## config.mk

```make
export PLATFORM = sky130hd
export DESIGN_NAME = tiop_port
export DESIGN_NICKNAME = d
export VERILOG_FILES = /design/src/design/tiop_pkg.sv /design/src/design/tiop_fifo.sv /design/src/design/tiop_port.sv
export VERILOG_INCLUDE_DIRS = /design/src /design/src/design
export SDC_FILE = /design/constraint.sdc
export NUM_CORES = 1
export LEC_CHECK = 0
export ABC_AREA = 0
export BUFFER_PORTS_ARGS = -buffer_cell sky130_fd_sc_hd__buf_2
export CORE_AREA = 4 4 345 347
export DETAILED_ROUTE_END_ITERATION = 10
export DIE_AREA = 0 0 349 351
export SETUP_SLACK_MARGIN = 0.15
export SLEW_MARGIN = 25
export SYNTH_ARGS = -nofsm -noshare
export SYNTH_HDL_FRONTEND = slang
export SYNTH_SLANG_ARGS = --single-unit
```

## constraint.sdc

```tcl
create_clock -name ref_clk -period 11.1 [get_ports ref_clk]
set_input_delay 1.11 -clock ref_clk [delete_from_list [all_inputs] [get_ports ref_clk]]
set_output_delay 1.11 -clock ref_clk [all_outputs]
set_load 0.005 [all_outputs]
```

## src/design/tiop_params.svh

```systemverilog
// constants for the timed i/o port: widths, counts and reset values
`ifndef TIOP_PARAMS_SVH
`define TIOP_PARAMS_SVH
`define TIOP_CB_COUNT 6
`define TIOP_CB_SEL_W 3
`define TIOP_CB_DIV_W 8
`define TIOP_CNT_W 16
`define TIOP_XFER_W 32
`define TIOP_PORT_W 4
`define TIOP_FIFO_DEPTH 8
`define TIOP_REF_CB 3'h0
`define TIOP_RST_DIV 8'h00
`define TIOP_RST_CNT 16'h0000
`endif

```

## src/design/tiop_pkg.sv

```systemverilog
// types shared by the timed i/o port modules
package tiop_pkg;
  typedef enum logic [1:0] {
    TIOP_IDLE,
    TIOP_WAIT,
    TIOP_SHIFT
  } tiop_fsm_type;
  typedef enum logic [1:0] {
    TIOP_COND_NONE,
    TIOP_COND_EQ,
    TIOP_COND_NE
  } tiop_cond_type;
endpackage

```

## src/design/tiop_fifo.sv

```systemverilog
// parameterised fifo between the core and the serializer
`timescale 1ns/1ps
module tiop_fifo #(
  parameter int WIDTH = 49,
  parameter int DEPTH = 8
) (
  input wire logic ref_clk,
  input wire logic reset_n,
  input wire logic ce,
  input wire logic flush,
  input wire logic in_valid,
  input wire logic [WIDTH-1:0] in_data,
  output logic in_ready,
  output logic out_valid,
  output logic [WIDTH-1:0] out_data,
  input wire logic out_ready
);
  localparam int AW = (DEPTH > 1) ? $clog2(DEPTH) : 1;
  typedef struct packed {
    logic [AW-1:0] wptr;
    logic [AW-1:0] rptr;
    logic [AW:0] count;
    logic in_ready;
    logic out_valid;
  } tiop_fifo_state_type;
  tiop_fifo_state_type s, next_s;
  logic [WIDTH-1:0] mem [DEPTH];
  logic push, pop;

  if (DEPTH < 2 || (DEPTH & (DEPTH - 1)) != 0) begin : g_chk
    $error("tiop_fifo depth must be a power of two, at least 2");
  end

  assign push = ce & in_valid & s.in_ready & ~flush;
  assign pop = ce & out_ready & s.out_valid & ~flush;
  assign in_ready = s.in_ready;
  assign out_valid = s.out_valid;
  assign out_data = mem[s.rptr];

  always_comb begin
    next_s = s;
    if (flush & ce) begin
      next_s.wptr = '0;
      next_s.rptr = '0;
      next_s.count = '0;
    end else begin
      if (push) begin
        next_s.wptr = s.wptr + 1'b1;
      end
      if (pop) begin
        next_s.rptr = s.rptr + 1'b1;
      end
      if (push & ~pop) begin
        next_s.count = s.count + 1'b1;
      end else if (pop & ~push) begin
        next_s.count = s.count - 1'b1;
      end
    end
    next_s.in_ready = next_s.count != (AW+1)'(DEPTH);
    next_s.out_valid = next_s.count != '0;
  end

  always_ff @(posedge ref_clk or negedge reset_n) begin
    if (!reset_n) begin
      s <= '{wptr: '0, rptr: '0, count: '0, in_ready: 1'b1,
             out_valid: 1'b0};
    end else begin
      s <= next_s;
    end
  end

  always_ff @(posedge ref_clk) begin
    if (push) begin
      mem[s.wptr] <= in_data;
    end
  end
endmodule

```

## src/design/tiop_port.sv

```systemverilog
// timed i/o port with clock blocks, serializer, counter and pin muxing
`timescale 1ns/1ps
`include "tiop_params.svh"
module tiop_port #(
  parameter int WIDTH = `TIOP_PORT_W,
  parameter int XFER_W = `TIOP_XFER_W,
  parameter int DEPTH = `TIOP_FIFO_DEPTH
) (
  input wire logic ref_clk,
  input wire logic reset_n,
  input wire logic ce,
  input wire logic cfg_write,
  input wire logic cfg_dir_out,
  input wire logic cfg_open_drain,
  input wire logic [`TIOP_CB_SEL_W-1:0] cfg_clk_sel,
  input wire logic [1:0] cfg_cond_mode,
  input wire logic [WIDTH-1:0] cfg_cond_value,
  input wire logic cfg_strobe_in_en,
  input wire logic cfg_strobe_out_en,
  input wire logic cfg_time_en,
  input wire logic [`TIOP_CNT_W-1:0] cfg_time,
  input wire logic cb_write,
  input wire logic [`TIOP_CB_SEL_W-1:0] cb_index,
  input wire logic cb_from_pin,
  input wire logic [`TIOP_CB_DIV_W-1:0] cb_div,
  input wire logic link_en,
  input wire logic [WIDTH-1:0] narrow_taken,
  input wire logic clk_pin_in,
  input wire logic strobe_in,
  input wire logic [WIDTH-1:0] pin_in,
  output logic [WIDTH-1:0] pin_out,
  output logic [WIDTH-1:0] pin_oe,
  output logic pin_pull_down,
  output logic output_strobe,
  input wire logic core_wr_valid,
  input wire logic [XFER_W-1:0] core_wr_data,
  input wire logic core_wr_time_en,
  input wire logic [`TIOP_CNT_W-1:0] core_wr_time,
  output logic core_wr_ready,
  output logic core_rd_valid,
  output logic [XFER_W-1:0] core_rd_data,
  input wire logic core_rd_ready,
  output logic [`TIOP_CNT_W-1:0] port_count,
  output logic [`TIOP_CNT_W-1:0] stamp,
  output logic pin_event
);
  localparam int NCB = `TIOP_CB_COUNT;
  localparam int CNTW = `TIOP_CNT_W;
  localparam int NCH = XFER_W / WIDTH;
  localparam int CW = (NCH > 1) ? $clog2(NCH) : 1;
  localparam int FW = XFER_W + CNTW + 1;

  typedef struct packed {
    logic dir_out;
    logic open_drain;
    logic [`TIOP_CB_SEL_W-1:0] clk_sel;
    tiop_pkg::tiop_cond_type cond;
    logic [WIDTH-1:0] cond_val;
    logic sin_en;
    logic sout_en;
    logic tin_en;
    logic [CNTW-1:0] tin;
    logic [NCB-1:0] cb_pin;
    logic [NCB-1:0][`TIOP_CB_DIV_W-1:0] cb_div;
    logic [NCB-1:0][`TIOP_CB_DIV_W-1:0] cb_cnt;
    logic clk_pin_prev;
    logic [CNTW-1:0] count;
    tiop_pkg::tiop_fsm_type fsm;
    logic [XFER_W-1:0] shreg;
    logic [CW-1:0] chunk;
    logic [CNTW-1:0] wait_time;
    logic [WIDTH-1:0] out_val;
    logic [WIDTH-1:0] pin_out;
    logic [WIDTH-1:0] pin_oe;
    logic pull_down;
    logic out_strobe;
    logic rd_valid;
    logic [XFER_W-1:0] rd_data;
    logic [CNTW-1:0] stamp;
    logic evt;
  } tiop_state_type;

  tiop_state_type s, next_s;
  logic [NCB-1:0] cb_tick;
  logic tick, qual, cond_ok, drive_now, at_time, last;
  logic fifo_flush, fifo_in_valid, fifo_in_ready;
  logic fifo_out_valid, fifo_out_ready;
  logic [FW-1:0] fifo_in_data, fifo_out_data;
  logic [XFER_W-1:0] shifted_in;
  logic [WIDTH-1:0] avail;

  if (!(WIDTH == 1 || WIDTH == 4 || WIDTH == 8 || WIDTH == 16 ||
        WIDTH == 32) || (XFER_W % WIDTH) != 0 || XFER_W > 32) begin : g_chk
    $error("tiop_port width must be 1/4/8/16/32 and divide XFER_W");
  end

  tiop_fifo #(
    .WIDTH(FW),
    .DEPTH(DEPTH)
  ) u_fifo (
    .ref_clk(ref_clk),
    .reset_n(reset_n),
    .ce(ce),
    .flush(fifo_flush),
    .in_valid(fifo_in_valid),
    .in_data(fifo_in_data),
    .in_ready(fifo_in_ready),
    .out_valid(fifo_out_valid),
    .out_data(fifo_out_data),
    .out_ready(fifo_out_ready)
  );

  // clock block ticks; block 0 follows ref_clk, others divide ref or pin
  always_comb begin
    for (int i = 0; i < NCB; i++) begin
      cb_tick[i] = (~s.cb_pin[i] | (clk_pin_in & ~s.clk_pin_prev)) &
                   (s.cb_cnt[i] == s.cb_div[i]);
    end
  end

  assign tick = cb_tick[s.clk_sel];
  assign at_time = s.count == s.wait_time;
  assign last = s.chunk == CW'(NCH - 1);
  assign shifted_in = (NCH > 1) ?
      {pin_in, s.shreg[XFER_W-1:WIDTH]} : XFER_W'(pin_in);
  assign qual = tick & (~s.sin_en | strobe_in) & fifo_in_ready;
  assign drive_now = s.dir_out & tick &
      ((s.fsm == tiop_pkg::TIOP_SHIFT) |
       ((s.fsm == tiop_pkg::TIOP_WAIT) & at_time));
  assign avail = ~narrow_taken & {WIDTH{~link_en}};

  always_comb begin
    case (s.cond)
      tiop_pkg::TIOP_COND_EQ: cond_ok = pin_in == s.cond_val;
      tiop_pkg::TIOP_COND_NE: cond_ok = pin_in != s.cond_val;
      default: cond_ok = 1'b1;
    endcase
  end

  // fifo carries core words out, or sampled words
  assign fifo_flush = cfg_write & (cfg_dir_out != s.dir_out);
  assign fifo_in_valid = s.dir_out ? core_wr_valid :
      (~s.dir_out & qual & last &
       ((s.fsm == tiop_pkg::TIOP_SHIFT) |
        ((s.fsm == tiop_pkg::TIOP_IDLE) & ~s.tin_en & cond_ok) |
        ((s.fsm == tiop_pkg::TIOP_WAIT) & at_time)));
  assign fifo_in_data = s.dir_out ?
      {core_wr_time_en, core_wr_time, core_wr_data} :
      {1'b0, CNTW'(0), shifted_in};
  assign fifo_out_ready = s.dir_out ? (s.fsm == tiop_pkg::TIOP_IDLE) :
      (~s.rd_valid | core_rd_ready);

  always_comb begin
    next_s = s;
    next_s.pull_down = 1'b0;
    next_s.evt = 1'b0;
    next_s.clk_pin_prev = clk_pin_in;
    for (int i = 1; i < NCB; i++) begin
      if (~s.cb_pin[i] | (clk_pin_in & ~s.clk_pin_prev)) begin
        next_s.cb_cnt[i] = cb_tick[i] ? '0 : s.cb_cnt[i] + 1'b1;
      end
    end
    if (cb_write && cb_index != '0 && int'(cb_index) < NCB) begin
      next_s.cb_pin[cb_index] = cb_from_pin;
      next_s.cb_div[cb_index] = cb_div;
      next_s.cb_cnt[cb_index] = '0;
    end
    if (tick) begin
      next_s.count = s.count + 1'b1;
      next_s.out_strobe = drive_now & s.sout_en;
    end
    if (s.dir_out) begin
      if (s.fsm == tiop_pkg::TIOP_IDLE && fifo_out_valid) begin
        next_s.shreg = fifo_out_data[XFER_W-1:0];
        next_s.wait_time = fifo_out_data[FW-2:XFER_W];
        next_s.chunk = '0;
        next_s.fsm = fifo_out_data[FW-1] ?
            tiop_pkg::TIOP_WAIT : tiop_pkg::TIOP_SHIFT;
      end
      if (drive_now) begin
        next_s.out_val = s.shreg[WIDTH-1:0];
        next_s.shreg = (NCH > 1) ? (s.shreg >> WIDTH) : s.shreg;
        next_s.chunk = s.chunk + 1'b1;
        if (s.chunk == '0) begin
          next_s.stamp = s.count;
        end
        if (last) begin
          next_s.fsm = tiop_pkg::TIOP_IDLE;
        end else begin
          next_s.fsm = tiop_pkg::TIOP_SHIFT;
        end
      end
    end else begin
      case (s.fsm)
        tiop_pkg::TIOP_IDLE: begin
          if (s.tin_en) begin
            next_s.tin_en = 1'b0;
            next_s.wait_time = s.tin;
            next_s.fsm = tiop_pkg::TIOP_WAIT;
          end else if (qual && cond_ok) begin
            next_s.evt = s.cond != tiop_pkg::TIOP_COND_NONE;
            next_s.stamp = s.count;
            next_s.shreg = shifted_in;
            next_s.chunk = CW'(1);
            next_s.fsm = last ? tiop_pkg::TIOP_IDLE : tiop_pkg::TIOP_SHIFT;
          end
        end
        tiop_pkg::TIOP_WAIT: begin
          if (qual && at_time) begin
            next_s.stamp = s.count;
            next_s.shreg = shifted_in;
            next_s.chunk = CW'(1);
            next_s.fsm = last ? tiop_pkg::TIOP_IDLE : tiop_pkg::TIOP_SHIFT;
          end
        end
        tiop_pkg::TIOP_SHIFT: begin
          if (qual) begin
            next_s.shreg = shifted_in;
            next_s.chunk = s.chunk + 1'b1;
            if (last) begin
              next_s.fsm = tiop_pkg::TIOP_IDLE;
            end
          end
        end
        default: next_s.fsm = tiop_pkg::TIOP_IDLE;
      endcase
    end
    // core read register: one handshake per cycle
    if (~s.dir_out && fifo_out_valid && (~s.rd_valid || core_rd_ready)) begin
      next_s.rd_valid = 1'b1;
      next_s.rd_data = fifo_out_data[XFER_W-1:0];
    end else if (core_rd_ready) begin
      next_s.rd_valid = 1'b0;
    end
    if (cfg_write) begin
      next_s.dir_out = cfg_dir_out;
      next_s.open_drain = cfg_open_drain;
      next_s.clk_sel = (int'(cfg_clk_sel) < NCB) ? cfg_clk_sel : s.clk_sel;
      next_s.cond = tiop_pkg::tiop_cond_type'(cfg_cond_mode);
      next_s.cond_val = cfg_cond_value;
      next_s.sin_en = cfg_strobe_in_en;
      next_s.sout_en = cfg_strobe_out_en;
      next_s.tin_en = cfg_time_en & ~cfg_dir_out;
      next_s.tin = cfg_time;
      if (cfg_dir_out != s.dir_out) begin
        next_s.fsm = tiop_pkg::TIOP_IDLE;
        next_s.chunk = '0;
        next_s.rd_valid = 1'b0;
      end
    end
    next_s.pin_out = s.open_drain ? '0 : s.out_val;
    next_s.pin_oe = avail & {WIDTH{s.dir_out}} &
        (s.open_drain ? ~s.out_val : {WIDTH{1'b1}});
  end

  always_ff @(posedge ref_clk or negedge reset_n) begin
    if (!reset_n) begin
      s <= '0;
      s.clk_sel <= `TIOP_REF_CB;
      s.count <= `TIOP_RST_CNT;
      s.cb_div <= {NCB{`TIOP_RST_DIV}};
      s.pull_down <= 1'b1;
    end else if (ce) begin
      s <= next_s;
    end
  end

  assign pin_out = s.pin_out;
  assign pin_oe = s.pin_oe;
  assign pin_pull_down = s.pull_down;
  assign output_strobe = s.out_strobe;
  assign core_wr_ready = fifo_in_ready;
  assign core_rd_valid = s.rd_valid;
  assign core_rd_data = s.rd_data;
  assign port_count = s.count;
  assign stamp = s.stamp;
  assign pin_event = s.evt;
endmodule

```

After elaboration in Yosys (flattened, before gate mapping)

Memories as Yosys holds them, arrays and structs flattened.
Index checks and enable logic that the tools add are counted.

Register bits: 278
Memory bits (writable): 392
Input bits: 109
Output and inout bits: 77
Word-level logic and storage cells: 245
Memories kept: 1

Memory list:

| memory     | depth | width | rd ports | clocked after memory_dff | wr ports | line            | text |
|---|---|---|---|---|---|---|---|
| u_fifo.mem | 8     | 49    | 1        | 0                        | 1        | tiop_fifo.sv:27 | `logic [WIDTH-1:0] mem [DEPTH];` |

Add/subtract/negate cells: 11
$lt $le $gt $ge: 5
Equal/unequal tests: 25
Multiplexer cells: 67
Bitwise gates (word level): 63
Reduce and logical (&&, ||, !) cells: 31

Operators with widths:

| cell                                                            | count |
|---|---|
| 37-bit 2-to-1 mux                                               | 4 |
| 53-bit 2-to-1 mux                                               | 2 |
| 35-bit case mux with 3 select lines                             | 1 |
| 16-bit 2-to-1 mux                                               | 6 |
| 8-bit 2-to-1 mux                                                | 11 |
| 17-bit 2-to-1 mux                                               | 3 |
| 49-bit 2-to-1 mux                                               | 1 |
| 48-bit AND                                                      | 1 |
| 48-bit bitwise mux                                              | 1 |
| 8-bit equality test                                             | 6 |
| 48-bit 2-to-1 mux                                               | 1 |
| 48-bit inverter                                                 | 1 |
| 8-bit by 1-bit adder with 8-bit output, second input constant   | 5 |
| 35-bit 2-to-1 mux                                               | 1 |
| 16-bit case mux with 2 select lines                             | 1 |
| 1-bit AND                                                       | 29 |
| 8-bit demux with 3-bit select                                   | 1 |
| 16-bit by 1-bit adder with 16-bit output, second input constant | 1 |
| 16-bit equality test                                            | 1 |
| 4-bit 2-to-1 mux                                                | 4 |
| 1-bit inverter                                                  | 16 |
| 1-bit 2-to-1 mux                                                | 14 |
| 7-bit AND reduction                                             | 2 |
| 4-bit AND                                                       | 3 |
| 38 further kinds                                                | 86 |

Longest topological paths before layout

Gate-level depths: netlist of run 1.

Word-level depth: 21
Depth in mapped cells: 13
Gate-level depth less buffers: 11

Modules after synthesis

From an unflattened synthesis of run 1, not the netlist that was laid out.

Cells, all modules: 1977
Area, all modules: 29358.2 sq um

Modules (own cells, without submodules):

| module    | instances | cells each | area an instance (sq um) | seq. area each (sq um) |
|---|---|---|---|---|
| tiop_fifo | 1         | 763        | 15501.1                  | 12072.8 |
| tiop_port | 1         | 1214       | 13857.0                  | 6657.6 |

Worst setup path before layout of run 1

Ideal clock, no wire load.

Path type: input to register
From: input port clk_pin_in
To: memory u_fifo.mem[0][0] (enable)
Library setup time: 516 ps
Arrival time: 5943 ps
Data required time: 10584 ps
Slack: 4641 ps
Stages: 9
Buffers on the path: 1
Cells stage by stage: nand2b_1 -> a2111oi_1 -> nand4_1 -> a32oi_1 -> o21ai_2 -> o21ai_1 -> buf_4 -> nand2b_1 -> nor3_1

Cells in the longest elaborated chain, start to end: 16
Elaborated cells on any way between the ends: 26
Those cells by class: 5 x mux; 21 x bitwise

Ends and longest elaborated chain:

| item                                        | line             | text |
|---|---|---|
| start, declared                             | tiop_port.sv:28  | `input wire logic clk_pin_in,` |
| 1-bit AND *                                 | tiop_port.sv:116 | `cb_tick[i] = (~s.cb_pin[i] \| (clk_pin_in & ~s.clk_pin_prev)) &` |
| 1-bit OR                                    | tiop_port.sv:116 |  |
| 1-bit AND                                   | tiop_port.sv:116 |  |
| 1-bit binary-select mux with 3-bit select * | tiop_port.sv:121 | `assign tick = cb_tick[s.clk_sel];` |
| 1-bit 2-to-1 mux (not written as such) *    | tiop_port.sv:121 |  |
| 1-bit AND * (2 in a row)                    | tiop_port.sv:126 | `assign qual = tick & (~s.sin_en \| strobe_in) & fifo_in_ready;` |
| 1-bit AND * (3 in a row)                    | tiop_port.sv:143 | `(~s.dir_out & qual & last &` |
| 1-bit 2-to-1 mux *                          | tiop_port.sv:142 | `assign fifo_in_valid = s.dir_out ? core_wr_valid :` |
| 1-bit AND * (3 in a row)                    | tiop_fifo.sv:34  | `assign push = ce & in_valid & s.in_ready & ~flush;` |
| 1-bit 2-to-1 mux *                          | tiop_fifo.sv:73  | `if (push) begin` |
| 1-bit 2-to-1 mux (not written as such) *    | tiop_fifo.sv:74  | `mem[s.wptr] <= in_data;` |
| end, declared                               | tiop_fifo.sv:27  |  |

Mark *: on every way between the ends. The rest lies on a longest branch, timed or not. The select of a mux whose other input is x is not followed.

Final worst setup path of run 1

From: input port clk_pin_in
To: memory u_fifo.mem[2][16] (enable)

Same word-level chain as after synthesis.

==> impl_metrics.ini, run 1 <==
[run]
cap_violations = 0

[synthesis]
synth_warnings = 0
syn-num-nets = 1993
synthArstFlopShare_pct = 41.5
synth_cell_types = 68
syn_inst = 1868
ys_seq_area_share_pct = 65.0
synth_area_mm2 = 0.0288
synthFlopType = edfxtp_1
postSynthAreaPerCell_um2 = 15.4
synth_edf_count = 392
ys_ff_latch = 670

[cts]
cts_buffers = 74
cts_tree = built
post_cts_buffers = 0
cts.clk_slew.worst_paths_ns = 0.06
clockBufferDepth = 3
cts_num_sinks = 670
clk_latency_ns = 0.65
cts_hold_buf = 0
cts_max_level = 3
clockRootBuffer = clkbuf_16
cts_resized = 0

[layout]
layout_common_cells = edfxtp_1 (392), dfrtp_1 (272), buf_2 (184)
final_common_cell = edfxtp_1
syn2layout_area_growth_pct = 16.0
drive_gt1_share_pct = 29.9
layout.nets = 2112

[global_route]
grt_pass1_vias = 15972
grt_max_degree = 111
antenna_found_initial = 12
grt_pass1_wl_um = 105000
track_usage_pct = 11.3
grt-ovfl-total = 0

[critical_path]
end_kind = register
arrival_ns = 4.85
worst_path_largest_cell_delay_ns = 0.71
r2r-start = s[133]
path_delay_family = compound AO/OA/AOI/OAI gates
crit_required_ns = 11.37
crit_cells = 11
worstSetupStartpointType = input pin
slowest_stage = nor2_4
cp_num_buf_inv = 3
critPathMaxFanout = 26
r2r_setup_slack_ns = 6.62
r2r-end = u_fifo.mem[2][16]
path_cells = buf_2 -> nand2b_1 -> a2111oi_1 -> nand3_1 -> a32oi_1 -> o21ai_2 -> o21ai_1 -> buf_4 -> nand2b_1 -> nor2_4 -> buf_4
critPathKind = in -> reg
rr_worst_depth = 10

[worst_hold_path]
min_from = s[230]
min_to = s[230]
hold_depth = 0
hold_path.class = reg -> reg

[routing]
vias_per_cell = 4.39
firstDrtPassIters = 5
drt-total-wl_um = 70200
dr.first_iter.drc_count = 1261
dr_total_vias = 15683
postRouteAntennaNets = 0
drc = 0
wl_per_cell_um = 19.7

[power_and_ir_drop]
leakagePower_uw = 0.0127
vdd_drop_max_uv = 111
power_density_mw_per_mm2 = 223

[sta]
finalMaxSlewViolations = 0
final_hold_viol_count = 0
slew_headroom_pct = 30.1
period_share_pct = 41.3
setup_tns_ns = 0
fmax_mhz = 218
period_needed_ns = 4.58
hold_ws_ns = 0.379
setup_violations = 0
grt_setup_unrepaired = false
tightest_slew_ns = 1.05
finClkSkew_ns = 0.0479

[floorplan]
ios = 186
die_width_um = 349
core.rowCount = 125
core_mm2 = 0.116
dieArea_mm2 = 0.122
initial_core_util_pct = 24.9
die-height_um = 351

[placed_design]
dp_hpwl_um = 46100
io_buffers = 185
gp_congestion = 0.818

[status]
status = finished, final reports clean
report_power, final:
part           switching (uW)  internal [uW]  total, uW
clock network            1030           1390       2420
registers                 329           3000       3330
logic                     923            786       1710
metrics by stage:
step	utilization (%)	power [uW]	cells	area, um^2	setup slack (ns)
5_1_grt	28.8	7880	3570	33400	6.33
6_report	28.8	7460	3573	33400	6.52
2_1_floorplan	-	4590	1868	28800	4.64
3_3_place_gp	26.7	5110	3434	31000	5.97
3_5_place_dp	26.7	5130	3434	31000	5.91
4_1_cts	28.8	7580	3569	33400	6.58
per-layer routing:
layer / global-route usage [%] / wire length (um)
met5: 0 / 29
met4: 2.84 / 1460
met3: 3.05 / 4830
met2: 17.9 / 32400
met1: 15.5 / 31500
area by class of cell:
cell class              instances  area [um^2]
fillers                     11566        82500
flip-flops and latches        670        18700
multi-input cells            1012         9130
clock buffers                  99         2030
well taps                    1524         1910
repair buffers                210         1140
clock inverters                36          399
inverters                      19         71.3
diodes                          3         7.51
cells by family after synthesis:
logic type | Yosys count | synth area share (%)
buffers and inverters | 186 | 3.57
adder cells (fa/ha/maj) | 16 | 0.695
XOR/XNOR | 118 | 3.59
AO/OA/AOI/OAI | 197 | 4.60
flip-flops | 670 | 65.0
AND/OR/NAND/NOR | 372 | 6.31
multiplexers | 309 | 16.2
synthesized netlist by cell type (all sizes together) (10+ instances only):
| master | n | share of area (%) |
|---|---|---|
| edfxtp | 392 | 41 |
| dfrtp | 276 | 24 |
| mux2 | 158 | 6.7 |
| nor2 | 121 | 1.6 |
| buf | 100 | 2.4 |
| mux4 | 98 | 7.7 |
| xor2 | 96 | 2.9 |
| nand2 | 88 | 1.2 |
| clkbuf | 67 | 0.87 |
| a21oi | 61 | 1.1 |
| mux2i | 53 | 1.8 |
| o21ai | 50 | 0.93 |
| o2bb2ai | 35 | 1.1 |
| nand3 | 26 | 0.50 |
| and2 | 23 | 0.50 |
| xnor2 | 22 | 0.67 |
| nand4 | 21 | 0.48 |
| nor2b | 20 | 0.43 |
| inv | 19 | 0.25 |
| and3 | 17 | 0.37 |
| ha | 16 | 0.70 |
| nor4 | 15 | 0.35 |
| nand2b | 10 | 0.22 |
| nor3 | 10 | 0.17 |
flip-flops by register name (all words and copies together) (netlist names), 4 cells and up:
register	count
pin_oe	4
port_count	16
u_fifo.mem	392
stamp	16
s	190
core_rd_data	32
pin_out	4
u_fifo.s	10
worst max path at each step:
stage	startpoint	to	slack, ns
final	clk_pin_in	u_fifo.mem[2][16]	6.52
after CTS	clk_pin_in	u_fifo.mem[2][19]	6.58
after global routing	clk_pin_in	u_fifo.mem[2][16]	6.33
after floorplan	clk_pin_in	u_fifo.mem[0][0]	4.64
after global placement	clk_pin_in	u_fifo.mem[2][15]	5.97
after detailed placement	clk_pin_in	u_fifo.mem[2][15]	5.91
(Power assumes the default switching activity.)
==> run 2: changes to the inputs <==
==> constraint.sdc (replaced) <==
create_clock -name ref_clk -period 3.65 [get_ports ref_clk]
set_input_delay 0.365 -clock ref_clk [delete_from_list [all_inputs] [get_ports ref_clk]]
set_output_delay 0.365 -clock ref_clk [all_outputs]
set_load 0.005 [all_outputs]
==> impl_metrics.ini, run 2 (synthesis gave the netlist of run 1 again) <==
[status]
status = finished, final reports clean

[layout]
layout.nets = 2181
layout_common_cells = edfxtp_1 (392), dfrtp_1 (272), buf_2 (184)
syn2layout_area_growth_pct = 20.1
drive_gt1_share_pct = 31.6
final_cells = 3648
largest_register = u_fifo.mem
largest_reg_flops = 392
final_common_cell = edfxtp_1

[routing]
drc = 0
wl_per_cell_um = 19.8
postRouteAntennaNets = 0
dr_total_vias = 16036
vias_per_cell = 4.40
firstDrtPassIters = 7
drt-total-wl_um = 72300
dr.first_iter.drc_count = 1072

[placed_design]
io_buffers = 185
gp_congestion = 0.812
dp_cells = 3468
dp_hpwl_um = 47000

[global_route]
grt_max_degree = 79
grt_pass1_wl_um = 108000
grt-ovfl-total = 0
grt_pass1_vias = 16627
antenna_found_initial = 14
track_usage_pct = 11.7

[cts]
cts_max_level = 3
cts_num_sinks = 670
clk_latency_ns = 0.66
clockRootBuffer = clkbuf_16
cts_buffers = 77
cts_tree = built
clockBufferDepth = 3
post_cts_buffers = 0
cts.clk_slew.worst_paths_ns = 0.06

[critical_path]
crit_required_ns = 4.14
arrival_ns = 3.74
critPathKind = reg -> reg
end_kind = register
critPathMaxFanout = 16
worstSetupStartpointType = register

[sta]
final_hold_viol_count = 0
setup_tns_ns = 0
setup_violations = 0
hold_ws_ns = 0.0565
finClkSkew_ns = 0.0475
grt_setup_unrepaired = false
finalMaxSlewViolations = 0
period_share_pct = 89.0
period_needed_ns = 3.25
fmax_mhz = 308
slew_headroom_pct = 39.7
tightest_slew_ns = 0.902

[floorplan]
core_mm2 = 0.116
die-height_um = 351
initial_core_util_pct = 24.9
die_width_um = 349
ios = 186
dieArea_mm2 = 0.122
core.rowCount = 125

[worst_hold_path]
hold_path.class = in -> reg

[run]
cap_violations = 0

[power_and_ir_drop]
power_density_mw_per_mm2 = 680
leakagePower_uw = 0.0132
vdd_drop_max_uv = 365
## run 2: changes by cell type in the layout (fill, tap and decap cells not counted), moves of 3 or more
cell,change
a2111oi_2,+3
buf_12,+24
clkbuf_1,-8
buf_4,+11
clkinvlp_4,+4
clkbuf_16,+3
clkinv_2,+7
bufinv_16,+5
dlygate4sd3_1,+33
## run 2: power breakdown
part / leakage, uW / switching [uW] / internal (uW) / total [uW]
registers: 0.00711 / 941 / 9130 / 10100
clock network: 0.00129 / 3280 / 4730 / 8010
logic: 0.00478 / 2870 / 2550 / 5420
total: 0.0132 / 7090 / 16400 / 23500
## run 2: repair_timing
action,CTS,global route
hold buffers,33,0
endpoints found under the hold margin,96,0
setup endpoints to repair,0,145
gates resized for setup,0,3
## run 2: critical path, stage by stage (launching register included)
cell	delay, ns
dfrtp_1	0.42
xor2_1	0.16
nor4_1	0.39
nand4_1	0.22
a211oi_2	0.47
o21ai_2	0.12
buf_4	0.18
o21ai_1	0.28
nor2b_1	0.21
o21ai_2	0.10
buf_4	0.23
mux2_4	0.32
## run 2: worst paths after layout
| kind | from | to | slack [ns] | cells after the start |
|---|---|---|---|---|
| max | s[167] | stamp[12] | 0.40 | 11 |
| min | narrow_taken[3] | pin_oe[3] | 0.06 | 3 |
| max reg2reg | s[167] | stamp[12] | 0.40 | 11 |
| min reg2reg | s[230] | s[230] | 0.38 | 0 |
| max in group asynchronous | reset_n | port_count[3] | 2.42 | 3 |
| min in group asynchronous | reset_n | s[149] | 0.29 | 2 |
## run 2: cell type report
cell class                 instances  area (um^2)
clock buffer                      93         2060
clock inverter                    49          611
inverter                          19         71.3
multi-input combinational       1012         9170
tap                             1524         1910
antenna                            5         12.5
timing repair buffer             276         2010
fill                           11483        81300
sequential                       670        18700
## run 2: metrics by stage
step	setup WS (ns)	util, %	power [uW]	area (um^2)
2_1_floorplan	0.0199	-	14000	28900
3_3_place_gp	0.293	27.2	15700	31600
3_5_place_dp	0.284	27.2	15700	31600
4_1_cts	0.260	29.8	23900	34600
5_1_grt	0.169	29.8	24800	34600
6_report	0.401	29.8	23500	34600
## run 2: metal layers
metal | up-vias | routed length (um) | track usage [%]
met1 | 8202 | 33600 | 16.3
met5 | - | 60 | 0
met3 | 103 | 4430 | 3.04
met4 | 8 | 1630 | 3.43
met2 | 407 | 32600 | 18.0
li1 | 7316 | - | -
